**src/hdl/spp_pkg.sv**
```systemverilog
`default_nettype none

package spp_pkg;

    // ==========================================================
    // Register bus
    localparam int unsigned ADDR_W = 8;
    localparam int unsigned DATA_W = 16;

    localparam logic [7:0] OFS_PLAN  = 8'h20;
    localparam logic [7:0] OFS_AUX   = 8'h22;
    localparam logic [7:0] OFS_BCTL  = 8'h24;
    localparam logic [7:0] OFS_BCFG  = 8'h25;
    localparam logic [7:0] OFS_BSTAT = 8'h26;
    localparam logic [7:0] OFS_SIG   = 8'h40;
    localparam logic [7:0] OFS_CAUSE = 8'h41;

    // ==========================================================
    // Reset values and write masks
    localparam logic [15:0] PLAN_RST   = 16'h11DF;
    localparam logic [15:0] PLAN_WMASK = 16'hFFDF;
    localparam logic [15:0] AUX_RST    = 16'h0022;
    localparam logic [15:0] AUX_WMASK  = 16'h00BF;
    localparam logic [7:0]  BCTL_RST   = 8'h00;
    localparam logic [7:0]  BCTL_WMASK = 8'h0F;
    localparam logic [7:0]  BCFG_RST   = 8'h02;
    localparam logic [7:0]  BCFG_WMASK = 8'h03;
    localparam logic [7:0]  SIG_KEY1   = 8'h57;
    localparam logic [7:0]  SIG_KEY2   = 8'hA8;

    // ==========================================================
    // Field positions
    localparam int unsigned PLAN_ARM   = 15;
    localparam int unsigned PLAN_BIAS  = 10;
    localparam int unsigned PLAN_CONV  = 9;
    localparam int unsigned PLAN_LDO   = 8;
    localparam int unsigned PLAN_SYS   = 7;
    localparam int unsigned PLAN_MAIN  = 4;
    localparam int unsigned PLAN_USBRF = 3;
    localparam int unsigned PLAN_CORE  = 2;
    localparam int unsigned PLAN_SMALL = 1;
    localparam int unsigned PLAN_FLASH = 0;
    localparam int unsigned AUX_CONV   = 7;
    localparam int unsigned BCTL_LIE   = 3;
    localparam int unsigned BCTL_ULIE  = 2;
    localparam int unsigned BCTL_MON   = 1;
    localparam int unsigned BCTL_DUAL  = 0;

    // ==========================================================
    // Timing
    localparam int unsigned CLK_PERIOD_NS = 50;
    localparam int unsigned LDO_SETTLE_NS = 1000;
    localparam int unsigned CLK_SETTLE_NS = 2000;
    localparam int unsigned WAKE_RST_NS   = 500;
    localparam int unsigned SAFE_WIN_NS   = 800;
    localparam logic [7:0] LDO_CYC  = 8'((LDO_SETTLE_NS + CLK_PERIOD_NS - 1) / CLK_PERIOD_NS);
    localparam logic [7:0] CLK_CYC  = 8'((CLK_SETTLE_NS + CLK_PERIOD_NS - 1) / CLK_PERIOD_NS);
    localparam logic [7:0] RST_CYC  = 8'((WAKE_RST_NS + CLK_PERIOD_NS - 1) / CLK_PERIOD_NS);
    localparam logic [7:0] SAFE_CYC = 8'((SAFE_WIN_NS + CLK_PERIOD_NS - 1) / CLK_PERIOD_NS);

    // ==========================================================
    // Types
    typedef enum logic [7:0] {
        ST_RUN    = 8'h01,
        ST_IDLE   = 8'h02,
        ST_HALT   = 8'h04,
        ST_SLEEP  = 8'h08,
        ST_SHUT   = 8'h10,
        ST_WK_LDO = 8'h20,
        ST_WK_CLK = 8'h40,
        ST_WK_RST = 8'h80
    } spp_state_e;

    typedef struct packed {
        logic [7:0]  addr;
        logic [15:0] wdata;
        logic        wr;
        logic        rd;
    } spp_bus_req_s;

    typedef struct packed {
        logic       main_sram_retain;
        logic       usb_rf_cfg_retain;
        logic       core_periph_retain;
        logic       small_sram_retain;
        logic       flash_power_keep;
        logic       main_ldo_en;
        logic       sys_power_en;
        logic       converter_enable;
        logic       converter_bias_enable;
        logic       direct_supply_en;
        logic       aux_converter_enable;
        logic [2:0] ulp_regulator_trim;
    } spp_supply_s;

    typedef struct packed {
        logic       batt_monitor_enable;
        logic       precise_detect_enable;
        logic [2:0] monitor_threshold;
        logic [1:0] precise_threshold;
        logic       batt_irq;
        logic       batt_nmi;
    } spp_batt_s;

    typedef struct packed {
        logic core_run;
        logic clk_sys_en;
        logic wake_system_reset;
    } spp_seq_s;

endpackage : spp_pkg

`default_nettype wire

```
**src/hdl/spp_sleep_power_planner.sv**
```systemverilog
// Function
// [RULE1] Plan bit 4 keeps main SRAM on dual supply in planned sleep, else aux off
// [RULE2] Plan bit 3 keeps USB and radio configuration on dual supply in sleep
// [RULE3] Plan bit 2 keeps core and basic peripherals on dual supply in sleep
// [RULE4] Plan bit 1 keeps small SRAM on dual supply in planned sleep
// [RULE5] Plan bit 0 keeps flash powered, else flash is off during sleep
// [RULE6] Supply selections are held as a plan, applied only on low-power entry
// [RULE7] Software keeps aux reserved bits 5..3; bits 11..8 ignore writes
// [RULE8] Aux bit 7 enables the low-power auxiliary converter, reset zero
// [RULE9] Aux bits 2..0 trim the ultra-low-power regulator, typical 010b
// [RULE10] Battery control bits 3 and 2 enable low and ultra-low interrupts
// [RULE11] Battery control bit 1 selects the low-power monitor, else precise path
// [RULE12] Bit 0 is monitor top threshold bit, or precise detect enable
// [RULE13] Ultra-low with both enables set raises a non-maskable interrupt instead
// [RULE14] Precise mode threshold field picks ultra-low and low pair, reset 10b
// [RULE15] Monitor mode threshold is bit 0 above the 2-bit field, three bits
// [RULE16] Status bit 1 battery low; bit 0 ultra-low only in precise mode
// [RULE17] Idle stops core only; any wake resumes the core at once
// [RULE18] Halt stops clocks; wake restarts clocks before releasing the core
// [RULE19] Sleep wake turns on regulator, then clocks, then releases core
// [RULE20] Shutdown wake issues full system reset and sets a reset cause flag
// [RULE21] Software uses deep-sleep flag and plan before the wait instruction
// [RULE22] Software unlocks with 0x57 then 0xA8 before converter bit changes
// [RULE23] Plan arm bit 15 executes on next sleep entry, then clears itself
// [RULE24] Converter and bias bits act at once; converter on turns direct supply off
// [RULE25] Protected fields accept writes only inside the unlocked access window
`timescale 1ns/1ps
`default_nettype none

module spp_sleep_power_planner (
    // Clock and reset
    input  wire logic                  core_clk,
    input  wire logic                  srst,
    // Register port
    input  wire spp_pkg::spp_bus_req_s bus_req,
    output var  logic [15:0]           rd_data,
    // Core handshake
    input  wire logic                  wait_req,
    input  wire logic                  deep_sleep_flag,
    // Asynchronous inputs
    input  wire logic                  wake_event,
    input  wire logic                  batt_low_cmp,
    input  wire logic                  batt_ultralow_cmp,
    // Power, battery and sequencing outputs
    output var  spp_pkg::spp_supply_s  supply,
    output var  spp_pkg::spp_batt_s    batt,
    output var  spp_pkg::spp_seq_s     seq
);
    import spp_pkg::*;

    // ==========================================================
    // State
    typedef struct packed {
        spp_state_e  fsm;
        logic [7:0]  cnt;
        logic [15:0] plan;
        logic [15:0] aux;
        logic [7:0]  bctl;
        logic [7:0]  bcfg;
        logic [15:0] applied;
        logic        key1_seen;
        logic [7:0]  safe_cnt;
        logic        reset_cause_flag;
        logic [3:0]  sy_wake;
        logic [3:0]  sy_low;
        logic [3:0]  sy_ulow;
        logic [15:0] rdata;
        spp_supply_s supply;
        spp_batt_s   batt;
        spp_seq_s    seq;
    } spp_regs_s;

    spp_regs_s st_r;
    spp_regs_s st_nxt;

    // ==========================================================
    // Helpers
    // Chain {filtered, s2, s1, s0}; change taken when s1 and s2 agree
    function automatic logic [3:0] sync_step(input logic pin, input logic [3:0] cur);
        logic filt;
        filt = (cur[1] == cur[2]) ? cur[1] : cur[3];
        return {filt, cur[1], cur[0], pin};
    endfunction : sync_step

    function automatic logic [15:0] masked_write(input logic [15:0] old,
                                                 input logic [15:0] wd,
                                                 input logic [15:0] mask);
        return (old & ~mask) | (wd & mask);
    endfunction : masked_write

    // ==========================================================
    // Next state
    logic        wake_lvl;
    logic        low_stat;
    logic        ulow_stat;
    logic        unlocked;
    logic        prot_wr;
    logic [7:0]  bstat;
    logic        lowpwr;

    always_comb begin
        st_nxt    = st_r;
        wake_lvl  = st_r.sy_wake[3];
        unlocked  = (st_r.safe_cnt != 8'h00);
        prot_wr   = bus_req.wr && unlocked;  // see [RULE25]

        // Input synchronisers
        st_nxt.sy_wake = sync_step(wake_event, st_r.sy_wake);
        st_nxt.sy_low  = sync_step(batt_low_cmp, st_r.sy_low);
        st_nxt.sy_ulow = sync_step(batt_ultralow_cmp, st_r.sy_ulow);

        // Battery status, gated by the active detection path
        low_stat  = st_r.sy_low[3] &&
                    (st_r.bctl[BCTL_MON] || st_r.bctl[BCTL_DUAL]);  // see [RULE16]
        ulow_stat = st_r.sy_ulow[3] && !st_r.bctl[BCTL_MON] &&
                    st_r.bctl[BCTL_DUAL];  // see [RULE16]
        bstat     = {6'h00, low_stat, ulow_stat};

        // Protected access window
        if (st_r.safe_cnt != 8'h00) begin
            st_nxt.safe_cnt = st_r.safe_cnt - 8'h01;
        end
        if (bus_req.wr && bus_req.addr == OFS_SIG) begin
            if (st_r.key1_seen && bus_req.wdata[7:0] == SIG_KEY2) begin
                st_nxt.safe_cnt  = SAFE_CYC;  // see [RULE22]
                st_nxt.key1_seen = 1'b0;
            end else begin
                st_nxt.key1_seen = (bus_req.wdata[7:0] == SIG_KEY1);
                st_nxt.safe_cnt  = 8'h00;
            end
        end

        // Register writes
        if (prot_wr) begin
            case (bus_req.addr)
                OFS_PLAN: begin
                    st_nxt.plan = masked_write(st_r.plan, bus_req.wdata, PLAN_WMASK);  // see [RULE6]
                end
                OFS_AUX: begin
                    st_nxt.aux = masked_write(st_r.aux, bus_req.wdata, AUX_WMASK);  // see [RULE7]
                end
                OFS_BCTL: begin
                    st_nxt.bctl = 8'(masked_write({8'h00, st_r.bctl}, bus_req.wdata,
                                                  {8'h00, BCTL_WMASK}));
                end
                OFS_BCFG: begin
                    st_nxt.bcfg = 8'(masked_write({8'h00, st_r.bcfg}, bus_req.wdata,
                                                  {8'h00, BCFG_WMASK}));
                end
                default: begin
                end
            endcase
        end
        if (bus_req.wr && bus_req.addr == OFS_CAUSE && bus_req.wdata[0]) begin
            st_nxt.reset_cause_flag = 1'b0;
        end

        // Register reads, data in the following cycle
        st_nxt.rdata = 16'h0000;
        if (bus_req.rd) begin
            case (bus_req.addr)
                OFS_PLAN:  st_nxt.rdata = st_r.plan;
                OFS_AUX:   st_nxt.rdata = st_r.aux;
                OFS_BCTL:  st_nxt.rdata = {8'h00, st_r.bctl};
                OFS_BCFG:  st_nxt.rdata = {8'h00, st_r.bcfg};
                OFS_BSTAT: st_nxt.rdata = {8'h00, bstat};
                OFS_SIG:   st_nxt.rdata = {15'h0000, unlocked};
                OFS_CAUSE: st_nxt.rdata = {15'h0000, st_r.reset_cause_flag};
                default:   st_nxt.rdata = 16'h0000;
            endcase
        end

        // Power mode sequencer
        if (st_r.cnt != 8'h00) begin
            st_nxt.cnt = st_r.cnt - 8'h01;
        end
        case (st_r.fsm)
            ST_RUN: begin
                if (wait_req) begin
                    if (!deep_sleep_flag) begin
                        st_nxt.fsm = ST_IDLE;  // see [RULE21]
                    end else if (st_r.plan[PLAN_ARM]) begin
                        st_nxt.applied        = st_r.plan;  // see [RULE6]
                        st_nxt.plan[PLAN_ARM] = 1'b0;  // see [RULE23]
                        st_nxt.fsm = st_r.plan[PLAN_CORE] ? ST_SLEEP : ST_SHUT;
                    end else begin
                        st_nxt.fsm = ST_HALT;
                    end
                end
            end
            ST_IDLE: begin
                if (wake_lvl) begin
                    st_nxt.fsm = ST_RUN;  // see [RULE17]
                end
            end
            ST_HALT: begin
                if (wake_lvl) begin
                    st_nxt.fsm = ST_WK_CLK;  // see [RULE18]
                    st_nxt.cnt = CLK_CYC;
                end
            end
            ST_SLEEP: begin
                if (wake_lvl) begin
                    st_nxt.fsm = ST_WK_LDO;  // see [RULE19]
                    st_nxt.cnt = LDO_CYC;
                end
            end
            ST_SHUT: begin
                if (wake_lvl) begin
                    st_nxt.fsm = ST_WK_RST;  // see [RULE20]
                    st_nxt.cnt = RST_CYC;
                end
            end
            ST_WK_LDO: begin
                if (st_r.cnt == 8'h01) begin
                    st_nxt.fsm = ST_WK_CLK;  // see [RULE19]
                    st_nxt.cnt = CLK_CYC;
                end
            end
            ST_WK_CLK: begin
                if (st_r.cnt == 8'h01) begin
                    st_nxt.fsm = ST_RUN;  // see [RULE18]
                end
            end
            ST_WK_RST: begin
                st_nxt.reset_cause_flag = 1'b1;  // see [RULE20]
                if (st_r.cnt == 8'h01) begin
                    st_nxt.fsm = ST_RUN;
                end
            end
            default: begin
                st_nxt.fsm = ST_RUN;
            end
        endcase

        // Supply outputs
        lowpwr = (st_nxt.fsm == ST_SLEEP) || (st_nxt.fsm == ST_SHUT);
        st_nxt.supply.main_sram_retain   = !lowpwr || st_nxt.applied[PLAN_MAIN];   // see [RULE1]
        st_nxt.supply.usb_rf_cfg_retain  = !lowpwr ||
            (st_nxt.applied[PLAN_USBRF] && st_nxt.fsm == ST_SLEEP);                // see [RULE2]
        st_nxt.supply.core_periph_retain = !lowpwr || st_nxt.fsm == ST_SLEEP;      // see [RULE3]
        st_nxt.supply.small_sram_retain  = !lowpwr || st_nxt.applied[PLAN_SMALL];  // see [RULE4]
        st_nxt.supply.flash_power_keep   = !lowpwr || st_nxt.applied[PLAN_FLASH];  // see [RULE5]
        st_nxt.supply.main_ldo_en        = !lowpwr;  // see [RULE19]
        st_nxt.supply.sys_power_en       = !lowpwr || st_nxt.applied[PLAN_SYS];
        st_nxt.supply.converter_enable      = st_nxt.plan[PLAN_CONV];   // see [RULE24]
        st_nxt.supply.converter_bias_enable = st_nxt.plan[PLAN_BIAS];   // see [RULE24]
        st_nxt.supply.direct_supply_en      = !st_nxt.plan[PLAN_CONV];  // see [RULE24]
        st_nxt.supply.aux_converter_enable  = st_nxt.aux[AUX_CONV];     // see [RULE8]
        st_nxt.supply.ulp_regulator_trim    = st_nxt.aux[2:0];          // see [RULE9]

        // Battery outputs
        st_nxt.batt.batt_monitor_enable   = st_nxt.bctl[BCTL_MON];  // see [RULE11]
        st_nxt.batt.precise_detect_enable = !st_nxt.bctl[BCTL_MON] &&
                                            st_nxt.bctl[BCTL_DUAL];  // see [RULE12]
        st_nxt.batt.monitor_threshold = st_nxt.bctl[BCTL_MON] ?
            {st_nxt.bctl[BCTL_DUAL], st_nxt.bcfg[1:0]} : 3'h0;  // see [RULE15]
        st_nxt.batt.precise_threshold = st_nxt.bctl[BCTL_MON] ?
            2'h0 : st_nxt.bcfg[1:0];  // see [RULE14]
        st_nxt.batt.batt_nmi = ulow_stat && st_r.bctl[BCTL_LIE] &&
                               st_r.bctl[BCTL_ULIE];  // see [RULE13]
        st_nxt.batt.batt_irq = !st_nxt.batt.batt_nmi &&
            ((low_stat && st_r.bctl[BCTL_LIE]) ||
             (ulow_stat && st_r.bctl[BCTL_ULIE]));  // see [RULE10]

        // Sequencing outputs
        st_nxt.seq.core_run   = (st_nxt.fsm == ST_RUN);
        st_nxt.seq.clk_sys_en = (st_nxt.fsm == ST_RUN) || (st_nxt.fsm == ST_IDLE) ||
                                (st_nxt.fsm == ST_WK_CLK) || (st_nxt.fsm == ST_WK_RST);
        st_nxt.seq.wake_system_reset = (st_nxt.fsm == ST_WK_RST);  // see [RULE20]
    end

    // ==========================================================
    // Registers
    always_ff @(posedge core_clk) begin
        if (srst) begin
            st_r <= '{
                fsm:              ST_RUN,
                cnt:              8'h00,
                plan:             PLAN_RST,
                aux:              AUX_RST,
                bctl:             BCTL_RST,
                bcfg:             BCFG_RST,
                applied:          PLAN_RST,
                key1_seen:        1'b0,
                safe_cnt:         8'h00,
                reset_cause_flag: 1'b0,
                sy_wake:          4'h0,
                sy_low:           4'h0,
                sy_ulow:          4'h0,
                rdata:            16'h0000,
                supply:           '{main_sram_retain: 1'b1, usb_rf_cfg_retain: 1'b1,
                                    core_periph_retain: 1'b1, small_sram_retain: 1'b1,
                                    flash_power_keep: 1'b1, main_ldo_en: 1'b1,
                                    sys_power_en: 1'b1, converter_enable: 1'b0,
                                    converter_bias_enable: 1'b0, direct_supply_en: 1'b1,
                                    aux_converter_enable: 1'b0,
                                    ulp_regulator_trim: AUX_RST[2:0]},
                batt:             '{batt_monitor_enable: 1'b0, precise_detect_enable: 1'b0,
                                    monitor_threshold: 3'h0,
                                    precise_threshold: BCFG_RST[1:0],
                                    batt_irq: 1'b0, batt_nmi: 1'b0},
                seq:              '{core_run: 1'b1, clk_sys_en: 1'b1,
                                    wake_system_reset: 1'b0}
            };
        end else begin
            st_r <= st_nxt;
        end
    end

    // ==========================================================
    // Outputs
    assign rd_data = st_r.rdata;
    assign supply  = st_r.supply;
    assign batt    = st_r.batt;
    assign seq     = st_r.seq;

endmodule : spp_sleep_power_planner

`default_nettype wire

```
**config.mk**
```make
export PLATFORM = sky130hd
export DESIGN_NAME = spp_sleep_power_planner
export DESIGN_NICKNAME = d
export VERILOG_FILES = /design/src/hdl/spp_pkg.sv /design/src/hdl/spp_sleep_power_planner.sv
export SDC_FILE = /design/constraint.sdc
export NUM_CORES = 1
export LEC_CHECK = 0
export ABC_CLOCK_PERIOD_IN_PS = 2700
export BUFFER_PORTS_ARGS = -buffer_cell sky130_fd_sc_hd__buf_2
export CORE_ASPECT_RATIO = 0.75
export CORE_MARGIN = 2
export CORE_UTILIZATION = 31
export DETAILED_ROUTE_END_ITERATION = 16
export GPL_TIMING_DRIVEN = 0
export PLACE_DENSITY = 0.52
export SLEW_MARGIN = 20
export SYNTH_ARGS = -nofsm -noshare
export SYNTH_HDL_FRONTEND = slang
export SYNTH_SLANG_ARGS = --single-unit
```
**constraint.sdc**
```tcl
create_clock -name core_clk -period 2.7 [get_ports core_clk]
set_input_delay 0.405 -clock core_clk [delete_from_list [all_inputs] [get_ports core_clk]]
set_output_delay 0.405 -clock core_clk [all_outputs]
set_load 0.03 [all_outputs]
```
[After elaboration in Yosys (flattened, before gate mapping)]
Cells that the tools add are included.
Operators by class
  add/sub/neg operators: 2
  equal/unequal tests: 27
  muxes and demuxes: 33
  bitwise gates (word level): 6
  reduce and logical (&&, ||, !) cells: 45
Operators by type and width (number)
  16-bit case mux with 7 select lines: 1
  8-bit two-way mux: 13
  16-bit two-way mux: 6
  8-bit case mux with 7 select lines: 1
  8-bit by 6-bit equality test with 1-bit output (second input constant): 6
  48-bit two-way mux: 1
  8-bit by 7-bit equality test with 1-bit output (second input constant): 5
  8-bit case mux with 4 select lines: 1
  8-bit by 1-bit equality test with 1-bit output (second input constant): 3
  8-bit equality test (second input constant): 3
  8-bit by 2-bit equality test with 1-bit output (second input constant): 2
  8-bit by 4-bit equality test with 1-bit output (second input constant): 2
  8-bit by 5-bit equality test with 1-bit output (second input constant): 2
  16-bit by 8-bit OR with 16-bit output: 1
  6-bit by 16-bit OR with 16-bit output: 1
  8-bit nonzero test: 2
  8-bit by 1-bit subtractor with 8-bit output (second input constant): 2
  1-bit logical AND: 15
  1-bit logical OR: 12
  5-bit two-way mux: 2
  9-bit two-way mux: 1
  8-bit by 3-bit equality test with 1-bit output (second input constant): 1
  8-bit by 2-bit OR with 8-bit output: 1
  8-bit by 4-bit OR with 8-bit output: 1
  9 further kinds: 28
Word-level totals
  register bits after elaboration: 136
  bits of input ports: 33
  logic and storage cells: 157

[Depth between registers and ports, before layout]
Gate-level depths: netlist (run 1).
  word-level depth: 9
  mapped depth: 9
  mapped depth without buffers: 7

[Least setup slack after synthesis (run 1)]
No wires, ideal clock.
  kind: reg2reg
  from: reg st_r[55] (netlist name)
  to: reg st_r (netlist bit batt[3])
  setup time: 0.070 ns
  data arrival time: 2.281 ns
  slack: 0.348 ns
  cell stages (with the launch flop): 9
  path buffers: 1
  clock period less this slack: 2.352 ns
  path through: dfxtp_1 -> inv_1 -> ha_1 -> or3b_1 -> or4_1 -> buf_2 -> nand4_2 -> mux2_2 -> o21bai_1
On the way
  cells in the longest elaborated chain, start to end: 4
RTL lines
  start: declaration: line spp_sleep_power_planner.sv:73  | spp_regs_s st_r;
  start signal: assignment: line spp_sleep_power_planner.sv:277  | st_r <= '{
  start signal: assignment: line spp_sleep_power_planner.sv:307  | st_r <= st_nxt;
  8-bit nonzero test: line spp_sleep_power_planner.sv:104  | unlocked = (st_r.safe_cnt != 8'h00);
  1-bit logical AND: line spp_sleep_power_planner.sv:105  | prot_wr = bus_req.wr && unlocked;
  48-bit two-way mux: line spp_sleep_power_planner.sv:134  | if (prot_wr) begin
  2-bit two-way mux: line spp_sleep_power_planner.sv:258  | st_nxt.batt.precise_threshold = st_nxt.bctl[BCTL_MON] ?
Every way passes these cells.
A chain may end at the register's enable or synchronous reset.

[Worst setup path in the final report (run 1)]
Same ends and word-level chain as after synthesis.

==> results of run 1 <==
[worst max-delay path, stage by stage (launching register included)]
cell and delay [ns]:
dfxtp_1 0.34, inv_1 0.06, ha_1 0.17, or3b_1 0.43
or4_4 0.54, buf_2 0.22, nand4_4 0.20, mux2_2 0.37
o21bai_1 0.12
[where the power goes]
| group | internal, W | switching [W] | total [W] |
|---|---|---|---|
| Sequential | 0.00168 | 0.000106 | 0.00179 |
| Clock | 0.00101 | 0.000605 | 0.00161 |
| Combinational | 0.000385 | 0.000469 | 0.000854 |
[placed cells by master (no fill, tap or decap), types with 3 or more instances in the layout]
cell type  netlist  routed
nand2_1         42      42
o21ai_0         11      11
buf_4           42      43
xnor2_1          6       6
nor3_1          13      13
ha_1             4       4
clkbuf_1        21      20
nand2b_1        14      14
inv_1            9       9
nor2_1          41      41
o211ai_1         4       4
or2_2            3       3
and3_1           3       3
nand3b_1        19      19
a22oi_1          3       3
buf_2            3      75
nand4_1          5       5
bufinv_16        0       4
nor3b_1          3       3
a31oi_1          7       7
inv_6            0       3
or4_4            2       3
nand3_1         20      20
and2_1          11      11
and4_1           4       4
clkbuf_16        0       9
nor2b_1         25      25
dfxtp_1        106     106
xor2_1           9       9
a32oi_1          3       3
a21oi_1         21      21
and4b_1          3       3
mux2i_1         21      21
[layer usage]
metal | part of all wire (%) | routed length, microns
met1 | 51 | 6219
met2 | 41 | 5040
met3 | 6.4 | 780
met4 | 1.2 | 151
met5 | 0 | 0
[cell families (layout without fill, tap and decap cells)]
logic type / count (synthesis) / count (layout) / synth area share [%]
AOI/OAI and AO/OA: 76 / 76 / 10.64
muxes: 23 / 23 / 4.877
xor gates and xnor gates: 15 / 15 / 2.753
and+or+nand+nor: 227 / 227 / 26.93
DFF: 106 / 106 / 44.47
adders and majority gates: 4 / 4 / 1.049
buffers and inverters: 75 / 164 / 9.281
[worst paths after layout]
path / startpoint / to / slack [ns]
setup / recovery: st_r[55] / batt[3] / 0.17
hold reg to reg: st_nxt[43] / st_nxt[44] / 0.44
hold / removal: batt_low_cmp / st_nxt[47] / 0.26
setup reg to reg: st_r[55] / batt[3] / 0.17
[layout make-up]
cell class | instances | area, sq um | area share (%)
Clock buffer | 9 | 225.2 | 3.894
Buffer | 66 | 412.9 | 7.138
Timing Repair Buffer | 73 | 367.9 | 6.360
Clock inverter | 7 | 146.4 | 2.531
Inverter | 9 | 33.78 | 0.5840
Multi-Input combinational cell | 345 | 2220 | 38.37
Tap cell | 205 | 256.5 | 4.434
Sequential cell | 106 | 2122 | 36.69
[state kept, by name, indices dropped and copies added, names as in the netlist]
| register | cells |
|---|---|
| st_r | 65 |
| batt | 8 |
| supply | 8 |
| st_nxt | 6 |
| rd_data | 16 |
| seq | 3 |
[stage by stage]
step | power (W) | setup WS [ns] | instances | area [sq um]
after floorplan | 0.002446 | 0.3481 | 526 | 4772
after global placement | 0.002626 | 0.09361 | 803 | 5389
after detailed placement | 0.002652 | 0.05070 | 803 | 5389
after CTS | 0.004267 | 0.03187 | 819 | 5761
after global routing | 0.004479 | 0.02843 | 820 | 5784
final | 0.004254 | 0.1729 | 820 | 5784
[repair_timing]
| action | in CTS | in global routing |
|---|---|---|
| endpoints found under the setup margin | 0 | 15 |
| resized for setup | 0 | 6 |
| endpoints found under the hold margin | 0 | 0 |
| setup buffers | 0 | 1 |
==> results.yml, run 1 <==
sta:
  finalSetupViolCount: 0
  hold_viol: 0
  holdWs_ns: 0.2618
  finalClockSkew_ns: 0.006736
  timing.final.crit_period_ns: 2.527
  slew-limit-headroom_pct: 35.25
  number_of_pins_with_negative_max_slew_slack_in_the_final_report: 0
  timing_worst_slew_pin_value_ns: 0.9623
  fin_crit_sh_pct: 93.60
  tns_ns: 0
  fmax_mhz: 395.7
  grt_setup_unrepaired: "no"
grt:
  grt_pass1_wl_mm: 19.40
  number_of_antenna_violations_at_the_first_check_in_global_routing: 0
  globalRouteMet2Util_pct: 21.81
  grt.met1_usage_pct: 21.73
  gr-total-overflow: 0
  global_route.peak_usage_layer: "met2"
  global_route.usage.total_pct: 14.94
  pin_count_of_the_biggest_net_entering_global_routing: 19
  vias_in_the_first_global_route: 3783
  grt_use_met3_pct: 4.180
clock_tree:
  clock_sinks: 106
  cts-root-to-sink-buffers: 2
  cts_hold_buf: 0
  cts_made_buffers: 9
  worstSkewPairLatency_ns: 0.35
  htree_num_levels: 3
  tritoncts_clock_tree: "done"
  cts-root-buf: "clkbuf_16"
  path_clk_slew_ns: 0.07
setup_path:
  worst_ep_arrival_time_ns: 2.80
  startpoint_type: "register"
  worstRegToRegCells: 8
  timing.critical_path.fanout_max: 10
  timing_worst_setup_path_type: "register to register"
  critical_path_required_ns: 2.97
  type_of_destination_of_the_critical_path: "register"
placed_design:
  gpl.final_weighted_congestion: 0.8786
  io_buffers: 72
  detailed_place_hpwl_mm: 9.158
synthesis:
  ys_async_sr_fraction_pct: 0
  syn_inst: 526
  postSynthNetCount: 563
  synth.ff_latch_count: 106
  post_synth_main_area_contributors: "dfxtp_1 (44%), buf_4 (6.6%), mux2i_1 (4.4%), nand2_1 (3.3%), nor2b_1 (3.3%)"
  yosys.cell_types.count: 64
  mappedNetlistArea_sq_um: 4772
  post-synth-top-count-cell: "dfxtp_1"
  syn_area_per_cell_sq_um: 9.072
  synth.top_cell.area_share_pct: 44.47
  synthFlopType: "dfxtp_1"
  yosys.area.top_type: "dfxtp_1"
  synth_edf_count: 0
  yosysSeqAreaShare_pct: 44.47
  synth.yosys.warnings: 0
  ys_top_cells_by_count: "dfxtp_1 (106), buf_4 (42), nand2_1 (42)"
route:
  route.final.wire_length_mm: 12.19
  first_pass_iters: 5
  detailedRoute.firstIterationViolations: 314
  vias_per_cell: 4.793
  drtAntennaViolNets: 0
  wire_per_inst_microns: 14.87
  detailroute.via_count: 3930
  drc_viols: 0
finish:
  fin_util_pct: 38.24
  insertedDiodeCount: 0
  drive_gt1_share_pct: 24.55
  area_grow_syn2layout_pct: 21.21
  fill_cells: 1561
  num-nets-final: 647
power_and_ir_drop:
  cellPowerDensity_nw_per_um2: 735.4
  irDropWorstVdd_mv: 0.2899
  power.static_leakage_nw: 2.430
die:
  io-pin-count: 75
  die_w_microns: 147.3
  core-area_sq_um: 15130
  die_height_microns: 111.5
  placement_rows: 39
  die_area_sq_um: 16410
  start_util_pct: 31.55
outcome:
  run_status: "finished, final reports clean"
run:
  max_cap_violations: 0
worst_hold_path:
  worstHoldPathType: "input port to register"
  hold_path_depth: 2
(Power assumes the default switching activity.)
==> run 2: changes to the inputs <==
--- a/config.mk
+++ b/config.mk
@@ -5,6 +5,7 @@
 export SDC_FILE = /design/constraint.sdc
 export NUM_CORES = 1
 export LEC_CHECK = 0
+export ABC_AREA = 1
 export ABC_CLOCK_PERIOD_IN_PS = 2700
 export BUFFER_PORTS_ARGS = -buffer_cell sky130_fd_sc_hd__buf_2
 export CORE_ASPECT_RATIO = 0.75
==> run 2 against run 1 <==
- maximum frequency up 43%
- first-iteration DRC count is 38% lower
- utilization decreased by 0.94 points
- clock skew up 0.0015 ns
- cell count grew 20%
- synthesized area up 5.5%
- combinational power up 4.1%
- critical path depth is 2 higher
- setup slack improved by 0.76 ns
- design area is 2.9% higher
- largest cell class unchanged
==> results.yml, run 2 <==
outcome:
  run_status: "finished, final reports clean"
synthesis:
  ys_top_cells_by_count: "nand2_1 (120), dfxtp_1 (106), nor2_1 (105)"
  synth.yosys.warnings: 0
  mappedNetlistArea_sq_um: 5034
  synth_top_family_by_area: "simple AND/OR/NAND/NOR gates"
  synth.top_cell.area_share_pct: 42.16
  ys_async_sr_fraction_pct: 0
  synth_edf_count: 0
  synthFlopType: "dfxtp_1"
  yosys.area.top_type: "dfxtp_1"
  synth_xor_area_share_pct: 1.044
  multiplexer_area_fraction_after_synthesis_pct: 0
  synth.ff_latch_count: 106
  synth_compound_gate_area_share_pct: 8.601
  syn_area_per_cell_sq_um: 7.327
  yosys.cell_types.count: 35
  post_synth_main_area_contributors: "dfxtp_1 (42%), nand2_1 (8.9%), nor2_1 (7.8%), buf_4 (6.4%), inv_1 (6.3%)"
  syn_inst: 687
  yosysSeqAreaShare_pct: 42.16
  postSynthNetCount: 724
  yosys.area_share.simple_pct: 31.97
  post_synthesis_share_of_cell_area_spent_on_full_adders_half_adders_and_majority_gates_pct: 0.9943
  post-synth-top-count-cell: "nand2_1"
die:
  placement_rows: 40
  start_util_pct: 31.53
  die_area_sq_um: 17280
  core-area_sq_um: 15970
  die_height_microns: 114.4
  die_w_microns: 151.1
  io-pin-count: 75
grt:
  pin_count_of_the_biggest_net_entering_global_routing: 19
  vias_in_the_first_global_route: 3783
  grt_pass1_wl_mm: 19.72
  global_route.usage.total_pct: 14.86
  gr-total-overflow: 0
  number_of_antenna_violations_at_the_first_check_in_global_routing: 0
power_and_ir_drop:
  cellPowerDensity_nw_per_um2: 655.0
  irDropWorstVdd_mv: 0.3231
  power.static_leakage_nw: 2.859
clock_tree:
  cts-root-buf: "clkbuf_16"
  clock_sinks: 106
  tritoncts_clock_tree: "done"
  worstSkewPairLatency_ns: 0.35
  ctsResizeCount: 0
  cts-root-to-sink-buffers: 2
  htree_num_levels: 3
  cts_setup_buffers: 0
  cts_made_buffers: 9
  path_clk_slew_ns: 0.07
  cts_hold_buf: 0
finish:
  num-nets-final: 809
  most_frequent_cells_in_the_layout: "nand2_1 (120), dfxtp_1 (106), nor2_1 (105)"
  mostFrequentLayoutCell: "nand2_1"
  insertedDiodeCount: 0
  drive_gt1_share_pct: 25.48
  largest_register_by_flop_count: "st_r"
  area_grow_syn2layout_pct: 18.29
  largest_register_ffs: 65
  fill_cells: 1722
sta:
  number_of_pins_with_negative_max_slew_slack_in_the_final_report: 0
  tns_ns: 0
  fin_crit_sh_pct: 65.54
  finalClockSkew_ns: 0.008228
  timing_worst_slew_pin_value_ns: 0.7056
  fin_ws_ns: 0.9304
  grt_setup_unrepaired: "no"
  finalSetupViolCount: 0
  timing.final.crit_period_ns: 1.770
  fmax_mhz: 565.1
  hold_viol: 0
  slew-limit-headroom_pct: 52.96
route:
  wire_per_inst_microns: 12.39
  detailedRoute.firstIterationViolations: 195
  detailroute.via_count: 4310
  route.final.wire_length_mm: 12.23
  drc_viols: 0
  drtAntennaViolNets: 0
  first_pass_iters: 4
  vias_per_cell: 4.367
setup_path:
  timing.critical_path.fanout_max: 7
  timing_worst_setup_path_type: "register to register"
  type_of_destination_of_the_critical_path: "register"
  startpoint_type: "register"
  worst_ep_arrival_time_ns: 1.96
  chain_of_cells_forming_the_critical_path: "inv_1 > ha_1 > nand2_2 > nor2_4 > nor2_4 > nand2_1 > nand2_1 > nand2_1 > nand2_1 > nand2_1"
  rr_endpoint: "batt[3]"
  worstRegToRegCells: 10
  r2r-start: "st_r[55]"
  r2r_slack_ns: 0.93
  crit_slowest_cell: "dfxtp_1"
  timing.critical_path.slowest_cell_delay_ns: 0.35
  crit_top_cell: "nand2_1"
  critical_path_required_ns: 2.89
placed_design:
  io_buffers: 74
  gpl.final_weighted_congestion: 0.8936
  dp_worst_setup_slack_ns: 0.9540
  detailed_place_hpwl_mm: 9.442
worst_hold_path:
  hold_path_startpoint: "wake_event"
  worst_hold_path.endpoint: "st_nxt[51]"
  hold_path_depth: 3
  worstHoldPathType: "input port to register"
run:
  max_cap_violations: 0
run 2: cell types whose count changed after synthesis, sizes merged, moves of 11 or more:
cell	previous run	this run
nand3	20	56
nand2b	14	0
nand3b	19	2
and2	11	0
clkbuf	21	5
nor2	41	138
mux2i	21	0
o21ai	12	33
inv	9	91
nor2b	25	0
nand2	43	130
run 2: worst max path at each step:
stage | from | to | slack (ns) | cells after the start
2_1_floorplan | st_r[55] | supply[4] | 1.22 | 11
5_1_grt | st_r[55] | batt[3] | 0.79 | 10
4_1_cts | st_r[55] | batt[3] | 0.95 | 10
6_report | st_r[55] | batt[3] | 0.93 | 10
3_3_place_gp | srst | st_r[130] | 0.93 | 5
3_5_place_dp | srst | st_r[130] | 0.95 | 5
run 2: final cells by class:
| class | count | area [sq um] | area share [%] |
|---|---|---|---|
| multi-input combinational | 432 | 2145 | 36.02 |
| inverter | 92 | 345.3 | 5.800 |
| sequential | 106 | 2122 | 35.64 |
| clock inverter | 6 | 48.80 | 0.8195 |
| buffer | 57 | 421.7 | 7.081 |
| clock buffer | 10 | 239.0 | 4.013 |
| tap | 210 | 262.8 | 4.413 |
| timing repair buffer | 74 | 370.4 | 6.220 |
run 2: metal layers:
layer  wire length (microns)  global-route usage (%)
met5                       0                       0
met4                     135                   3.738
met3                     514                   2.869
met2                    4951                   21.42
met1                    6633                   22.56
run 2: cell families after synthesis:
family / Yosys count
simple gates: 346
buf+inv: 149
flops: 106
compound gates: 76
xor+xnor: 6
fa+ha+maj: 4
run 2: worst max-delay path, delay by kind of cell, from the launching register on:
family                     cells  cell delay (ns)
and+or+nand+nor                8             0.95
buffers and inverters          1             0.07
adders and majority gates      1             0.24
DFF                            1             0.35
run 2: through the flow:
stage / util, % / area, sq um / hold WS [ns] / std cells / total power [W]
2_1_floorplan: - / 5034 / 0.3883 / 687 / 0.002469
3_3_place_gp: 35.49 / 5667 / 0.3916 / 971 / 0.002675
3_5_place_dp: 35.49 / 5667 / 0.3941 / 971 / 0.002672
4_1_cts: 37.30 / 5954 / 0.2480 / 987 / 0.003964
5_1_grt: 37.30 / 5954 / 0.2480 / 987 / 0.004181
6_report: 37.30 / 5954 / 0.2571 / 987 / 0.003900
run 2: power by group:
part | total (W) | switching [W] | internal (W)
Combinational | 0.000889 | 0.000557 | 0.000333
Sequential | 0.00175 | 0.0000807 | 0.00167
Clock | 0.00127 | 0.000604 | 0.000661
==> run 3: changes to the inputs <==
--- a/config.mk
+++ b/config.mk
@@ -6,7 +6,7 @@
 export NUM_CORES = 1
 export LEC_CHECK = 0
 export ABC_AREA = 1
-export ABC_CLOCK_PERIOD_IN_PS = 2700
+export ABC_CLOCK_PERIOD_IN_PS = 1790
 export BUFFER_PORTS_ARGS = -buffer_cell sky130_fd_sc_hd__buf_2
 export CORE_ASPECT_RATIO = 0.75
 export CORE_MARGIN = 2
==> constraint.sdc (replaced) <==
create_clock -name core_clk -period 1.79 [get_ports core_clk]
set_input_delay 0.2685 -clock core_clk [delete_from_list [all_inputs] [get_ports core_clk]]
set_output_delay 0.2685 -clock core_clk [all_outputs]
set_load 0.03 [all_outputs]
==> run 3 against run 2 <==
- count of clock-buffer cells in the layout unchanged
- register-to-register slack worse by 0.86 ns
- flip-flop and latch count unchanged
- maximum frequency grew 2.9%
- routed wire length down 0.26%
- die area stayed put
- clock power increased by 50%
==> results.yml, run 3 (same netlist as run 2, synthesis figures left out) <==
route:
  detailedRoute.firstIterationViolations: 181
  first_pass_iters: 4
  route.final.wire_length_mm: 12.20
  drc_viols: 0
  vias_per_cell: 4.332
  drtAntennaViolNets: 0
  detailroute.via_count: 4276
  wire_per_inst_microns: 12.36
setup_path:
  worstSetupStartpoint: "st_r[55]"
  timing.critical_path.buf_inv: 1
  type_of_destination_of_the_critical_path: "register"
  startpoint_type: "register"
  r2r-start: "st_r[55]"
  crit_top_cell: "nand2_1"
  chain_of_cells_forming_the_critical_path: "inv_1 > ha_1 > nand2_2 > nor2_4 > nor2_4 > nand2_2 > nand2_1 > nand2_1 > nand2_1 > nand2_1"
  timing.critical_path.slowest_cell_delay_ns: 0.35
  timing_worst_setup_path_type: "register to register"
  critical_path.top_delay_family: "simple AND/OR/NAND/NOR gates"
  worst_ep_arrival_time_ns: 1.91
  timing.critical_path.fanout_max: 7
  crit_slowest_cell: "dfxtp_1"
  critical_path_required_ns: 1.98
grt:
  number_of_antenna_violations_at_the_first_check_in_global_routing: 0
  grt_pass1_wl_mm: 19.72
  gr-total-overflow: 0
  pin_count_of_the_biggest_net_entering_global_routing: 19
  vias_in_the_first_global_route: 3783
  global_route.usage.total_pct: 14.86
sta:
  timing_worst_slew_pin_value_ns: 0.6860
  finalSetupViolCount: 0
  fin_crit_sh_pct: 96.11
  fmax_mhz: 581.3
  grt_setup_unrepaired: "yes"
  timing.final.crit_period_ns: 1.720
  number_of_pins_with_negative_max_slew_slack_in_the_final_report: 0
  slew-limit-headroom_pct: 54.27
  holdWs_ns: 0.1209
  finalClockSkew_ns: 0.009076
  hold_viol: 0
die:
  io-pin-count: 75
  die_area_sq_um: 17280
  core-area_sq_um: 15970
  start_util_pct: 31.53
  placement_rows: 40
  die_w_microns: 151.1
  die_height_microns: 114.4
finish:
  fill_cells: 1718
  layout.area.seq_sq_um: 2122
  largest_register_ffs: 65
  insertedDiodeCount: 0
  mostFrequentLayoutCell: "nand2_1"
  drive_gt1_share_pct: 25.74
  multiInputGateArea_sq_um: 2147
  num-nets-final: 809
  area_grow_syn2layout_pct: 18.42
  most_frequent_cells_in_the_layout: "nand2_1 (119), dfxtp_1 (106), nor2_1 (105)"
  largest_register_by_flop_count: "st_r"
power_and_ir_drop:
  power.static_leakage_nw: 2.864
  power.total_w: 0.005895
  p_int_w: 0.004020
  net-switching-power_w: 0.001876
  switching_share_pct: 31.82
  cellPowerDensity_nw_per_um2: 989.0
  comb_power_share_pct: 22.9
  pwr-share-clk_pct: 32.4
  sequentialPowerShare_pct: 44.7
  irDropWorstVdd_mv: 0.4867
clock_tree:
  htree_num_levels: 3
  path_clk_slew_ns: 0.07
  clock_sinks: 106
  cts-root-buf: "clkbuf_16"
  cts_made_buffers: 9
  worstSkewPairLatency_ns: 0.35
  tritoncts_clock_tree: "done"
  cts_hold_buf: 0
  cts-root-to-sink-buffers: 2
placed_design:
  gpl.final_weighted_congestion: 0.8936
  detailed_place_hpwl_mm: 9.442
  io_buffers: 74
run:
  max_cap_violations: 0
outcome:
  run_status: "finished, final reports clean"
worst_hold_path:
  worstHoldPathType: "input port to register"
  hold_path_startpoint: "wake_event"
## run 3: path summary, 6_finish.rpt
check,to,slack (ns),depth (start not counted)
setup reg to reg,batt[3],0.07,10
hold reg to reg,st_nxt[44],0.40,2
setup / recovery,batt[3],0.07,10
hold / removal,st_nxt[51],0.12,3
## run 3: layer usage
| metal | vias up | routed length [microns] | part of all wire [%] | GRT usage (%) |
|---|---|---|---|---|
| li1 | 2297 | - | - | - |
| met1 | 1894 | 6659 | 55 | 22.56 |
| met2 | 76 | 4916 | 40 | 21.42 |
| met3 | 9 | 500 | 4.1 | 2.869 |
| met4 | 0 | 125 | 1.0 | 3.738 |
| met5 | - | 0 | 0 | 0 |
## run 3: per-stage QoR
step	area (sq um)	cells	worst slack (ns)	setup TNS [ns]	utilization (%)
after floorplan	5034	687	0.3144	0	-
after global placement	5667	971	0.06209	0	35.49
after detailed placement	5667	971	0.07029	0	35.49
after CTS	5954	987	0.04032	0	37.30
after global routing	5961	987	-0.05413	-0.1661	37.34
final	5961	987	0.06972	0	37.34
## run 3: worst min-delay path: cells and delay by family
kind | cells | cell delay (ns)
buffers and inverters | 2 | 0.10
AND/OR/NAND/NOR | 1 | 0.06
## run 3: repair_timing
action,in CTS,in global routing
gates resized for setup,0,1
endpoints found under the hold margin,0,0
buffers inserted,0,1
setup endpoints to repair,0,10
## run 3: power groups by stage
stage / clock network [W] / logic [W] / registers [W]
6_report: 0.00191 / 0.00135 / 0.00263
3_3_place_gp: 0 / 0.00135 / 0.00269
3_5_place_dp: 0 / 0.00135 / 0.00268
4_1_cts: 0.00199 / 0.00135 / 0.00263
5_1_grt: 0.00210 / 0.00157 / 0.00266
2_1_floorplan: 0 / 0.00107 / 0.00266
## run 3: area by class of cell
cell class                 instances  area share, %
clock buffer                      10          4.009
multi-input combinational        432          36.02
sequential                       106          35.60
clock inverter                     6         0.8186
inverter                          92          5.793
buffer                            56          7.011
timing repair buffer              75          6.339
tap                              210          4.408
